**src/logic/stop_mode_pkg.sv**
```systemverilog
// Package: constants, types and register map of the stop mode control block
// Function
// - Time-base idle/sleep exits on source clock fall
// - Setting stop bit 7 enters deep-stop
// - Deep-stop halts both oscillators and all operation
// - State retained; port latch follows hold enable
// - Entry clears prescaler and divider to zero
// - Stopped program counter holds address plus two
// - Reset ends stop; warm-up then single-clock run
// - Three wake sources: pin, key-on, voltage detect
// - Release select one: high wake level releases
// - Level mode: wake pin high blocks entry
// - Warm-up clock follows entry clock, not select
// - Wake pin low during warm-up no re-stop
// - Wake pin shared with port bit and interrupt
// - Modes grouped into four families
// - Release select zero: rising wake edge releases
// - Edge mode enters stop even with pin high
// - After wake, resume prior mode at next instruction
package stop_mode_pkg;

  // ==========================================================
  // Register map (word offsets on the bus)
  // ==========================================================
  localparam logic [3:0] OFS_SYSTEM_CONTROL_ONE = 4'h0; // Stop control
  localparam logic [3:0] OFS_MODE_CONTROL       = 4'h1; // Mode request
  localparam logic [3:0] OFS_WARMUP_CONTROL     = 4'h2; // Warm-up select
  localparam logic [3:0] OFS_WARMUP_VALUE       = 4'h3; // Warm-up count
  localparam logic [3:0] OFS_TIME_BASE_CONTROL  = 4'h4; // Time base select
  localparam logic [3:0] OFS_STATUS             = 4'h5; // Read-only status
  localparam logic [3:0] OFS_PROG_COUNT         = 4'h6; // Held PC

  // ==========================================================
  // Field positions
  // ==========================================================
  localparam int BIT_STOP       = 7; // Stop request
  localparam int BIT_RELEASE_MODE_SELECT       = 6; // Release mode select
  localparam int BIT_OUT_HOLD   = 4; // Port output hold enable
  localparam int BIT_WUC_SEL    = 1; // Warm-up clock select
  localparam int BIT_TB_IDLE    = 0; // Time-base idle request
  localparam int BIT_SLOW       = 1; // Slow (quarter low clock) request
  localparam int BIT_DUAL       = 2; // Dual-clock operation

  // ==========================================================
  // Reset values and counts
  // ==========================================================
  localparam logic [7:0]  RST_SYSCTL   = 8'h00;
  localparam logic [7:0]  RST_WUC_VAL  = 8'h00;
  localparam logic [15:0] PC_STOP_STEP = 16'h0002; // Two addresses on
  localparam logic [1:0]  QUARTER_DIV  = 2'h3;     // Quarter of low clock

  // Mode families and members
  typedef enum logic [3:0] {
    M_SINGLE_CLOCK_RUN = 4'h0, M_NORMAL2 = 4'h1,
    M_SLOW1   = 4'h2, M_SLOW2   = 4'h3,
    M_TIME_BASE_ONLY_IDLE   = 4'h4, M_IDLE1   = 4'h5, M_IDLE2 = 4'h6,
    M_LOW_CLOCK_TIME_BASE_SLEEP  = 4'h7, M_SLEEP1  = 4'h8
  } run_mode_t;

  typedef enum logic [1:0] {
    F_NORMAL = 2'h0, F_SLOW = 2'h1, F_IDLE = 2'h2, F_SLEEP = 2'h3
  } mode_family_t;

  // Sequencer states, Gray along run -> stop -> warm and run -> time-base idle -> run
  typedef enum logic [1:0] {
    S_RUN  = 2'b00,
    S_STOP = 2'b01,
    S_WARM = 2'b11,
    S_TBI  = 2'b10
  } seq_state_t;

  // Wake sources bundled together
  typedef struct packed {
    logic pin;      // Shared wake pin level
    logic key_on;   // Key-on wakeup request
    logic volt_det; // Voltage detection request
  } wake_src_t;

  // Clock gating outputs bundled together
  typedef struct packed {
    logic hf_osc_en; // High-frequency oscillator enable
    logic lf_osc_en; // Low-frequency oscillator enable
    logic core_en;   // Core and peripheral operation enable
    logic tb_en;     // Time base timer enable
  } clk_ctl_t;

endpackage : stop_mode_pkg

```
**src/logic/warmup_counter.sv**
```systemverilog
// Warm-up counter: counts a programmed value of enable ticks
module warmup_counter
  import stop_mode_pkg::*;
(
  input  wire logic       clk,
  input  wire logic       rst_n,
  input  wire logic       start,   // Load and begin counting
  input  wire logic       tick,    // Selected source clock enable
  input  wire logic [7:0] value,   // Programmed warm-up count
  output logic            busy,    // Counting in progress
  output logic            done     // One-cycle completion pulse
);

  logic [7:0] cnt_r; // Remaining ticks

  // ==========================================================
  // Countdown
  // ==========================================================
  // Zero value still waits one tick so the oscillator gets a beat
  always_ff @(posedge clk or negedge rst_n) begin
    if (!rst_n) begin
      cnt_r <= 8'h00;
      busy  <= 1'b0;
      done  <= 1'b0;
    end else begin
      done <= 1'b0;
      if (start) begin
        cnt_r <= value;
        busy  <= 1'b1;
      end else if (busy && tick) begin
        if (cnt_r == 8'h00 || cnt_r == 8'h01) begin
          busy <= 1'b0;
          done <= 1'b1;
        end else begin
          cnt_r <= cnt_r - 8'h01;
        end
      end
    end
  end

endmodule : warmup_counter

```
**src/logic/stop_mode_power_control.sv**
```systemverilog
// Top: deep-stop and mode sequencer with a classic Wishbone slave
//
// Register access over Wishbone and the register addresses are this design's own decisions.
module stop_mode_power_control
  import stop_mode_pkg::*;
(
  input  wire logic        clk,
  input  wire logic        rst_n,
  // Wishbone classic slave
  input  wire logic        wb_cyc_i,
  input  wire logic        wb_stb_i,
  input  wire logic        wb_we_i,
  input  wire logic [5:0]  wb_adr_i,
  input  wire logic [3:0]  wb_sel_i,
  input  wire logic [31:0] wb_dat_i,
  output logic [31:0]      wb_dat_o,
  output logic             wb_ack_o,
  // Reset sources that end deep-stop
  input  wire logic        ext_reset_req,
  input  wire logic        por_req,
  input  wire logic        volt_reset_req,
  // Wake sources
  input  wire wake_src_t   wake,
  // Clock enables from the clock tree
  input  wire logic        high_freq_tick,
  input  wire logic        low_freq_clock_tick,
  input  wire logic        time_base_src_clk,
  // CPU program counter of the stopping instruction
  input  wire logic [15:0] cpu_pc,
  // Outputs
  output clk_ctl_t         clk_ctl,
  output logic             prescaler_clear,
  output logic             port_latch_hold,
  output logic             shared_port_bit,
  output logic             shared_external_interrupt,
  output logic             resume_pulse,
  output logic             warmup_busy,
  output logic [3:0]       run_mode,
  output logic [1:0]       mode_family,
  output logic [15:0]      resume_pc
);

  // ==========================================================
  // Registers
  // ==========================================================
  logic [7:0]  system_control_one_r;   // Stop, release mode, hold
  logic [7:0]  mode_ctl_r;             // Idle, slow, dual requests
  logic [7:0]  warmup_counter_control_r; // Warm-up clock select
  logic [7:0]  warmup_count_value_r;   // Warm-up count
  logic [7:0]  time_base_control_r;    // Time base select (stored)
  seq_state_t  state_r;                // Sequencer state
  seq_state_t  state_nxt;
  run_mode_t   entry_mode_r;           // Mode in effect at stop entry
  run_mode_t   mode_r;                 // Current mode
  logic        reset_wake_r;           // Stop ended by a reset source
  logic        pin_d_r;                // Wake pin last sample
  logic        tb_d_r;                 // Time base clock last sample
  logic [1:0]  quarter_r;              // Low clock quarter divider
  logic        ack_r;                  // Bus acknowledge
  logic [15:0] pc_hold_r;              // Held program counter

  // Bus decode, reset, wake, time-base and warm-up nets
  logic        bus_req;
  logic        bus_wr;
  logic [3:0]  word_adr;
  logic        stop_wr;
  logic        rst_src;
  logic        wake_rise;
  logic        pin_wake;
  logic        any_wake;
  logic        tb_fall;
  logic        quarter_tick;
  logic        wuc_tick;
  logic        warm_start;
  logic        warm_done;
  logic        release_mode_select;

  assign bus_req  = wb_cyc_i && wb_stb_i && !ack_r;
  assign bus_wr   = bus_req && wb_we_i && wb_sel_i[0];
  assign word_adr = wb_adr_i[5:2];
  assign release_mode_select     = system_control_one_r[BIT_RELEASE_MODE_SELECT];
  assign rst_src  = ext_reset_req || por_req || volt_reset_req;

  // Stop request written by software this cycle
  assign stop_wr = bus_wr && (word_adr == OFS_SYSTEM_CONTROL_ONE) &&
                   wb_dat_i[BIT_STOP];

  // ==========================================================
  // Wake pin: one input serves port, interrupt and release
  // ==========================================================
  assign shared_port_bit           = pin_d_r;
  assign shared_external_interrupt = pin_d_r;
  assign wake_rise = wake.pin && !pin_d_r;
  // Level mode releases on high, edge mode on a rising edge
  assign pin_wake = release_mode_select ? wake.pin : wake_rise;
  assign any_wake = pin_wake || wake.key_on || wake.volt_det;

  // Falling edge of the chosen time base source clock
  assign tb_fall = tb_d_r && !time_base_src_clk;

  // Pin and time-base samples
  always_ff @(posedge clk or negedge rst_n) begin
    if (!rst_n) begin
      pin_d_r <= 1'b0;
      tb_d_r  <= 1'b0;
    end else begin
      pin_d_r <= wake.pin;
      tb_d_r  <= time_base_src_clk;
    end
  end

  // Quarter of the low-frequency clock
  always_ff @(posedge clk or negedge rst_n) begin
    if (!rst_n) begin
      quarter_r <= 2'h0;
    end else if (low_freq_clock_tick) begin
      quarter_r <= quarter_r + 2'h1;
    end
  end
  assign quarter_tick = low_freq_clock_tick && (quarter_r == QUARTER_DIV);

  // ==========================================================
  // Warm-up clock choice
  // ==========================================================
  // After a stop wake the entry clock wins over the select field;
  // a reset always restarts on the high-frequency clock
  always_comb begin
    if (reset_wake_r) begin
      wuc_tick = high_freq_tick;
    end else if (entry_mode_r == M_SLOW1 || entry_mode_r == M_SLOW2) begin
      wuc_tick = quarter_tick;
    end else begin
      wuc_tick = high_freq_tick;
    end
  end

  warmup_counter u_warmup (
    .clk   (clk),
    .rst_n (rst_n),
    .start (warm_start),
    .tick  (wuc_tick),
    .value (warmup_count_value_r),
    .busy  (warmup_busy),
    .done  (warm_done)
  );

  // ==========================================================
  // Sequencer next state
  // ==========================================================
  always_comb begin
    state_nxt  = state_r;
    warm_start = 1'b0;
    case (state_r)
      S_RUN: begin
        if (stop_wr) begin
          // Level mode with pin high refuses entry
          if (!(wb_dat_i[BIT_RELEASE_MODE_SELECT] && wake.pin)) begin
            state_nxt = S_STOP;
          end
        end else if (mode_r == M_TIME_BASE_ONLY_IDLE || mode_r == M_LOW_CLOCK_TIME_BASE_SLEEP) begin
          state_nxt = S_TBI;
        end
      end
      S_STOP: begin
        // Only events from the first stop cycle count; a wake in the entry cycle is missed
        if (rst_src || any_wake) begin
          state_nxt  = S_WARM;
          warm_start = 1'b1;
        end
      end
      S_WARM: begin
        // Pin returning low has no say here
        if (warm_done) begin
          state_nxt = S_RUN;
        end
      end
      S_TBI: begin
        if (tb_fall) begin
          state_nxt = S_RUN;
        end
      end
      default: state_nxt = S_RUN;
    endcase
  end

  always_ff @(posedge clk or negedge rst_n) begin
    if (!rst_n) begin
      state_r <= S_RUN;
    end else begin
      state_r <= state_nxt;
    end
  end

  // Reason the stop ended, kept until warm-up finishes
  always_ff @(posedge clk or negedge rst_n) begin
    if (!rst_n) begin
      reset_wake_r <= 1'b0;
    end else if (state_r == S_STOP && rst_src) begin
      reset_wake_r <= 1'b1;
    end else if (state_r == S_RUN) begin
      reset_wake_r <= 1'b0;
    end
  end

  // ==========================================================
  // Mode tracking
  // ==========================================================
  always_ff @(posedge clk or negedge rst_n) begin
    if (!rst_n) begin
      entry_mode_r <= M_SINGLE_CLOCK_RUN;
      mode_r       <= M_SINGLE_CLOCK_RUN;
    end else if (state_r == S_RUN && state_nxt == S_STOP) begin
      entry_mode_r <= mode_r;
    end else if (state_r == S_WARM && warm_done) begin
      // Reset wake lands in single-clock run, else prior mode
      mode_r <= reset_wake_r ? M_SINGLE_CLOCK_RUN : entry_mode_r;
    end else if (state_r == S_TBI && tb_fall) begin
      mode_r <= (mode_r == M_LOW_CLOCK_TIME_BASE_SLEEP) ? M_SLOW1 : M_SINGLE_CLOCK_RUN;
    end else if (state_r == S_RUN) begin
      mode_r <= decode_mode(mode_ctl_r);
    end
  end

  // Requested mode from the mode control bits
  function automatic run_mode_t decode_mode(input logic [7:0] c);
    run_mode_t m;
    m = M_SINGLE_CLOCK_RUN;
    if (!c[BIT_DUAL]) begin
      m = c[BIT_TB_IDLE] ? M_TIME_BASE_ONLY_IDLE : M_SINGLE_CLOCK_RUN;
    end else if (c[BIT_SLOW]) begin
      m = c[BIT_TB_IDLE] ? M_LOW_CLOCK_TIME_BASE_SLEEP : M_SLOW1;
    end else begin
      m = M_NORMAL2;
    end
    return m;
  endfunction : decode_mode

  // Family of the current mode
  always_comb begin
    case (mode_r)
      M_SINGLE_CLOCK_RUN, M_NORMAL2:       mode_family = F_NORMAL;
      M_SLOW1, M_SLOW2:           mode_family = F_SLOW;
      M_TIME_BASE_ONLY_IDLE, M_IDLE1, M_IDLE2:  mode_family = F_IDLE;
      default:                    mode_family = F_SLEEP;
    endcase
  end
  assign run_mode = mode_r;

  // ==========================================================
  // Held program counter
  // ==========================================================
  // Captured on entry; data memory and registers hold by gating
  always_ff @(posedge clk or negedge rst_n) begin
    if (!rst_n) begin
      pc_hold_r <= 16'h0000;
    end else if (state_r == S_RUN && state_nxt == S_STOP) begin
      pc_hold_r <= cpu_pc + PC_STOP_STEP;
    end
  end
  assign resume_pc = pc_hold_r;

  // ==========================================================
  // Clock and operation gating
  // ==========================================================
  always_comb begin
    clk_ctl.hf_osc_en = !(mode_r == M_SLOW1 || mode_r == M_LOW_CLOCK_TIME_BASE_SLEEP);
    clk_ctl.lf_osc_en = (mode_r != M_SINGLE_CLOCK_RUN) && (mode_r != M_TIME_BASE_ONLY_IDLE);
    clk_ctl.core_en   = (state_r == S_RUN);
    clk_ctl.tb_en     = (state_r != S_STOP) && (state_r != S_WARM);
    if (state_r == S_STOP) begin
      clk_ctl.hf_osc_en = 1'b0;
      clk_ctl.lf_osc_en = 1'b0;
    end
    if (state_r == S_WARM) begin
      clk_ctl.hf_osc_en = reset_wake_r || clk_ctl.hf_osc_en;
      clk_ctl.core_en   = 1'b0;
    end
  end

  // Timing generator cleared on entry and held while stopped
  assign prescaler_clear = (state_r == S_STOP) ||
                           (state_r == S_WARM && warm_done);
  // In deep-stop port latches hold only when enabled, else they release
  assign port_latch_hold = (state_r != S_STOP) ||
                           system_control_one_r[BIT_OUT_HOLD];
  assign resume_pulse = (state_r == S_WARM) && warm_done;

  // ==========================================================
  // Register writes
  // ==========================================================
  always_ff @(posedge clk or negedge rst_n) begin
    if (!rst_n) begin
      system_control_one_r     <= RST_SYSCTL;
      mode_ctl_r               <= 8'h00;
      warmup_counter_control_r <= 8'h00;
      warmup_count_value_r     <= RST_WUC_VAL;
      time_base_control_r      <= 8'h00;
    end else begin
      if (bus_wr) begin
        case (word_adr)
          OFS_SYSTEM_CONTROL_ONE: system_control_one_r <= wb_dat_i[7:0];
          OFS_MODE_CONTROL:       mode_ctl_r <= wb_dat_i[7:0];
          OFS_WARMUP_CONTROL:     warmup_counter_control_r <= wb_dat_i[7:0];
          OFS_WARMUP_VALUE:       warmup_count_value_r <= wb_dat_i[7:0];
          OFS_TIME_BASE_CONTROL:  time_base_control_r <= wb_dat_i[7:0];
          default: ;
        endcase
      end
      // Refused entry or finished stop drops the request bit
      if ((stop_wr && state_nxt != S_STOP) || resume_pulse) begin
        system_control_one_r[BIT_STOP] <= 1'b0;
      end
      // Idle request falls when time-base idle ends
      if (state_r == S_TBI && tb_fall) begin
        mode_ctl_r[BIT_TB_IDLE] <= 1'b0;
      end
      // Reset exit restores single-clock run
      if (resume_pulse && reset_wake_r) begin
        mode_ctl_r <= 8'h00;
      end
    end
  end

  // ==========================================================
  // Bus read and acknowledge
  // ==========================================================
  // One wait state: ack one cycle after the strobe, then drops
  always_ff @(posedge clk or negedge rst_n) begin
    if (!rst_n) begin
      ack_r    <= 1'b0;
      wb_dat_o <= 32'h0000_0000;
    end else begin
      ack_r <= bus_req;
      if (bus_req && !wb_we_i) begin
        case (word_adr)
          OFS_SYSTEM_CONTROL_ONE: wb_dat_o <= {24'h0, system_control_one_r};
          OFS_MODE_CONTROL:       wb_dat_o <= {24'h0, mode_ctl_r};
          OFS_WARMUP_CONTROL:
            wb_dat_o <= {24'h0, warmup_counter_control_r};
          OFS_WARMUP_VALUE:       wb_dat_o <= {24'h0, warmup_count_value_r};
          OFS_TIME_BASE_CONTROL:  wb_dat_o <= {24'h0, time_base_control_r};
          OFS_STATUS:
            wb_dat_o <= {20'h0, mode_r, 5'h00, warmup_busy, state_r};
          OFS_PROG_COUNT:         wb_dat_o <= {16'h0, pc_hold_r};
          default:                wb_dat_o <= 32'h0000_0000;
        endcase
      end
    end
  end
  assign wb_ack_o = ack_r;

endmodule : stop_mode_power_control

```
**config.mk**
```make
export PLATFORM = sky130hd
export DESIGN_NAME = stop_mode_power_control
export DESIGN_NICKNAME = d
export VERILOG_FILES = /design/src/logic/stop_mode_pkg.sv /design/src/logic/warmup_counter.sv /design/src/logic/stop_mode_power_control.sv
export SDC_FILE = /design/constraint.sdc
export NUM_CORES = 1
export LEC_CHECK = 0
export BUFFER_PORTS_ARGS = -buffer_cell sky130_fd_sc_hd__buf_2
export CORE_MARGIN = 3
export CORE_UTILIZATION = 30
export DETAILED_ROUTE_END_ITERATION = 10
export HOLD_SLACK_MARGIN = 0.12
export SKIP_CTS_REPAIR_TIMING = 1
export SYNTH_ARGS = -nofsm -noshare
export SYNTH_HDL_FRONTEND = slang
export SYNTH_SLANG_ARGS = --single-unit
```
**constraint.sdc**
```tcl
create_clock -name clk -period 2.1 [get_ports clk]
set_input_delay 0.21 -clock clk [delete_from_list [all_inputs] [get_ports clk]]
set_output_delay 0.21 -clock clk [all_outputs]
set_load 0.02 [all_outputs]
```
==> impl_metrics.yaml <==
critical_path:
  worstSetupEndpointType: "flop"
  arrival_ps: 2300
  critPathMaxStageDelay_ps: 580
  cpMaxStageDelayCell: "or4_4"
  start_kind: "flop"
  worstPathMaxFanout: 5
  path_class: "reg2reg"
  reg2reg_slack_ps: 90
  path_cells: "or4_4 -> nor4_4 -> nor3_2 -> buf_4 -> a211o_2 -> nand3_2"
  crit_required_ps: 2390
global_route:
  grt_overflow_total: 0
  antenna_found_initial: 0
  grt_start_max_net_pins: 46
  grt_pass1_vias: 4045
  grt_pass1_wl_um: 22300
  track_usage_pct: 15.4
  gr-usage-met3_pct: 2.87
  met1_usage_pct: 21.1
  use_met2_pct: 24.5
  grt.busiest_layer: "met2"
status:
  status: "completed"
routing:
  drt_iter0_markers: 279
  drtAntennaViolNets: 0
  num_vias: 3995
  drc_errors: 0
  wl_um: 13800
  drtPass1Iterations: 5
  vias_per_cell: 4.90
  wire_per_inst_um: 16.9
place:
  dp_cells: 795
  dp_hpwl_um: 10600
  preCtsSetupSlack_ps: 77.7
  gp_congestion: 0.806
  port_buffers: 91
  placedInstanceArea_um2: 5850
timing:
  fmax_mhz: 497
  final.period_utilization_pct: 95.8
  worst_pin_slew_ps: 615
  fin_tns_setup_ps: 0
  setup_viol: 0
  max_slew_margin_pct: 59.0
  clock_skew_ps: 9.15
  fin_crit_ps: 2010
  slew_viol_final: 0
  worst_slack_ps: 88.0
  fin_hold_ws_ps: 122
  hold_viol_final: 0
yosys:
  synth-seq-cells: 98
  seq_area_frac_synth_pct: 48.0
  synth_cell_types: 61
  synth_edf_count: 0
  yosys.area.top_type: "dfrtp_1"
  synthFlopType: "dfrtp_1"
  yosys_warnings: 0
  synthTopCellsByArea: "dfrtp_1, mux2_2, nand2_1"
  synth_top_cell_area_share_pct: 48.0
  synth-async-reset-ratio_pct: 100
  synthCells: 488
  synth.avg_cell_area_um2: 10.5
  synth_area_um2: 5110
cts:
  cts_tree: "yes"
  clockBufferDepth: 2
  clk_latency_ps: 350
  cts.sinks: 98
  ctsHtreeMaxLevel: 3
  root_buffer: "clkbuf_16"
  cts_made_buffers: 9
  cts.clk_slew.worst_paths_ps: 70
final_layout:
  num_antenna_cells: 0
  fin_area_um2: 6230
  final_nets: 667
  final_common_cell: "dfrtp_1"
  fillCellCount: 1630
  mostFrequentLayoutCells: "dfrtp_1, buf_2, nand2_1, mux2_2, nor2_1"
  drive_gt1_share_pct: 32.4
  synthToLayoutAreaGrowth_pct: 22.0
  finalNonFillerCells: 816
floorplanning:
  die_w_um: 137
  coreArea_um2: 16600
  die_area_um2: 18600
  rows: 47
  num_io_pins: 137
  start_util_pct: 30.7
  die_h_um: 137
power:
  power_density_nw_per_um2: 845
  ir_drop_uv: 363
  p_leak_nw: 2.97
flow_run:
  drv_cap: 0
hold_path:
  hp-class: "in2reg"
-- synthesized netlist by cell type (all sizes together), types with 2 or more instances --
library cell and instances:
clkbuf 14, nand2 59, a211o 2, a32o 3, a22oi 9, ha 4
mux2i 16, o21ai 25, o31ai 4, a21oi 14, nand3 15, mux2 43
nor3b 2, a22o 12, xor2 11, nand4 3, nor4 7, or4 2
nand2b 11, or3 4, nor2b 8, a31oi 2, nor2 35, a21o 2
and4 2, o211ai 3, inv 7, nor3 10, nand3b 2, xnor2 10
buf 28, dfrtp 98, and3 5
-- state kept, by name, summed over array words and instances, names as in the netlist --
register                   count
system_control_one_r           8
warmup_counter_control_r       8
resume_pc                     16
shared_external_interrupt      1
reset_wake_r                   1
wb_dat_o                      16
run_mode                       4
quarter_r                      2
state_r                        2
entry_mode_r                   4
u_warmup.busy                  1
tb_d_r                         1
u_warmup.done                  1
warmup_count_value_r           8
wb_ack_o                       1
u_warmup.cnt_r                 8
mode_ctl_r                     8
time_base_control_r            8
-- final timing paths --
kind,start,end,cells past startpoint
max in group asynchronous,rst_n,time_base_control_r[5],3
max reg2reg,u_warmup.cnt_r[5],u_warmup.cnt_r[7],6
max,u_warmup.cnt_r[5],u_warmup.cnt_r[7],6
min in group asynchronous,rst_n,wb_dat_o[14],2
min reg2reg,entry_mode_r[0],entry_mode_r[0],2
min,cpu_pc[1],resume_pc[1],2
-- area by class of cell --
cell class | count | area, um2 | share of cell area [%]
multi-input cells | 355 | 2460 | 39.4
well taps | 220 | 275 | 4.42
clock inverters | 6 | 73.8 | 1.18
flip-flops and latches | 98 | 2450 | 39.3
inverters | 8 | 30.0 | 0.482
clock buffers | 10 | 239 | 3.83
repair buffers | 119 | 706 | 11.3
-- critical path: cells and delay by family (launching register included) --
family,cells,cell delay [ps]
flip-flops,1,400
AND/OR/NAND/NOR,4,1080
AO/OA/AOI/OAI,1,300
buffers and inverters,1,170
-- routing by layer --
layer	share of wire, %	routed length (um)
met1	47	6440
met3	5.1	702
met5	0	0
met2	47	6470
met4	1.3	176
-- cell families (layout without fill, tap and decap cells) --
kind of cell	after synthesis	count (layout)	share of synthesized area, %
AOI/OAI and AO/OA	85	85	11.6
xor gates and xnor gates	21	21	3.60
adders and majority gates	4	4	0.979
buffers and inverters	50	143	5.43
DFF	98	98	48.0
muxes	60	60	13.1
other	1	16	0.0734
and+or+nand+nor	169	169	17.2
-- stage by stage --
step	power [mW]	utilization [%]
2_1_floorplan	3.13	-
3_5_place_dp	3.55	35.2
6_report	5.27	37.5
3_3_place_gp	3.48	35.2
5_1_grt	5.54	37.5
4_1_cts	5.28	37.0
-- report_power, final --
| part | internal (mW) | switching (mW) | leakage, nW |
|---|---|---|---|
| combinational | 0.517 | 0.683 | 1.49 |
| clock | 0.971 | 0.758 | 0.147 |
| sequential | 2.10 | 0.245 | 1.33 |
(Power assumes the default switching activity.)
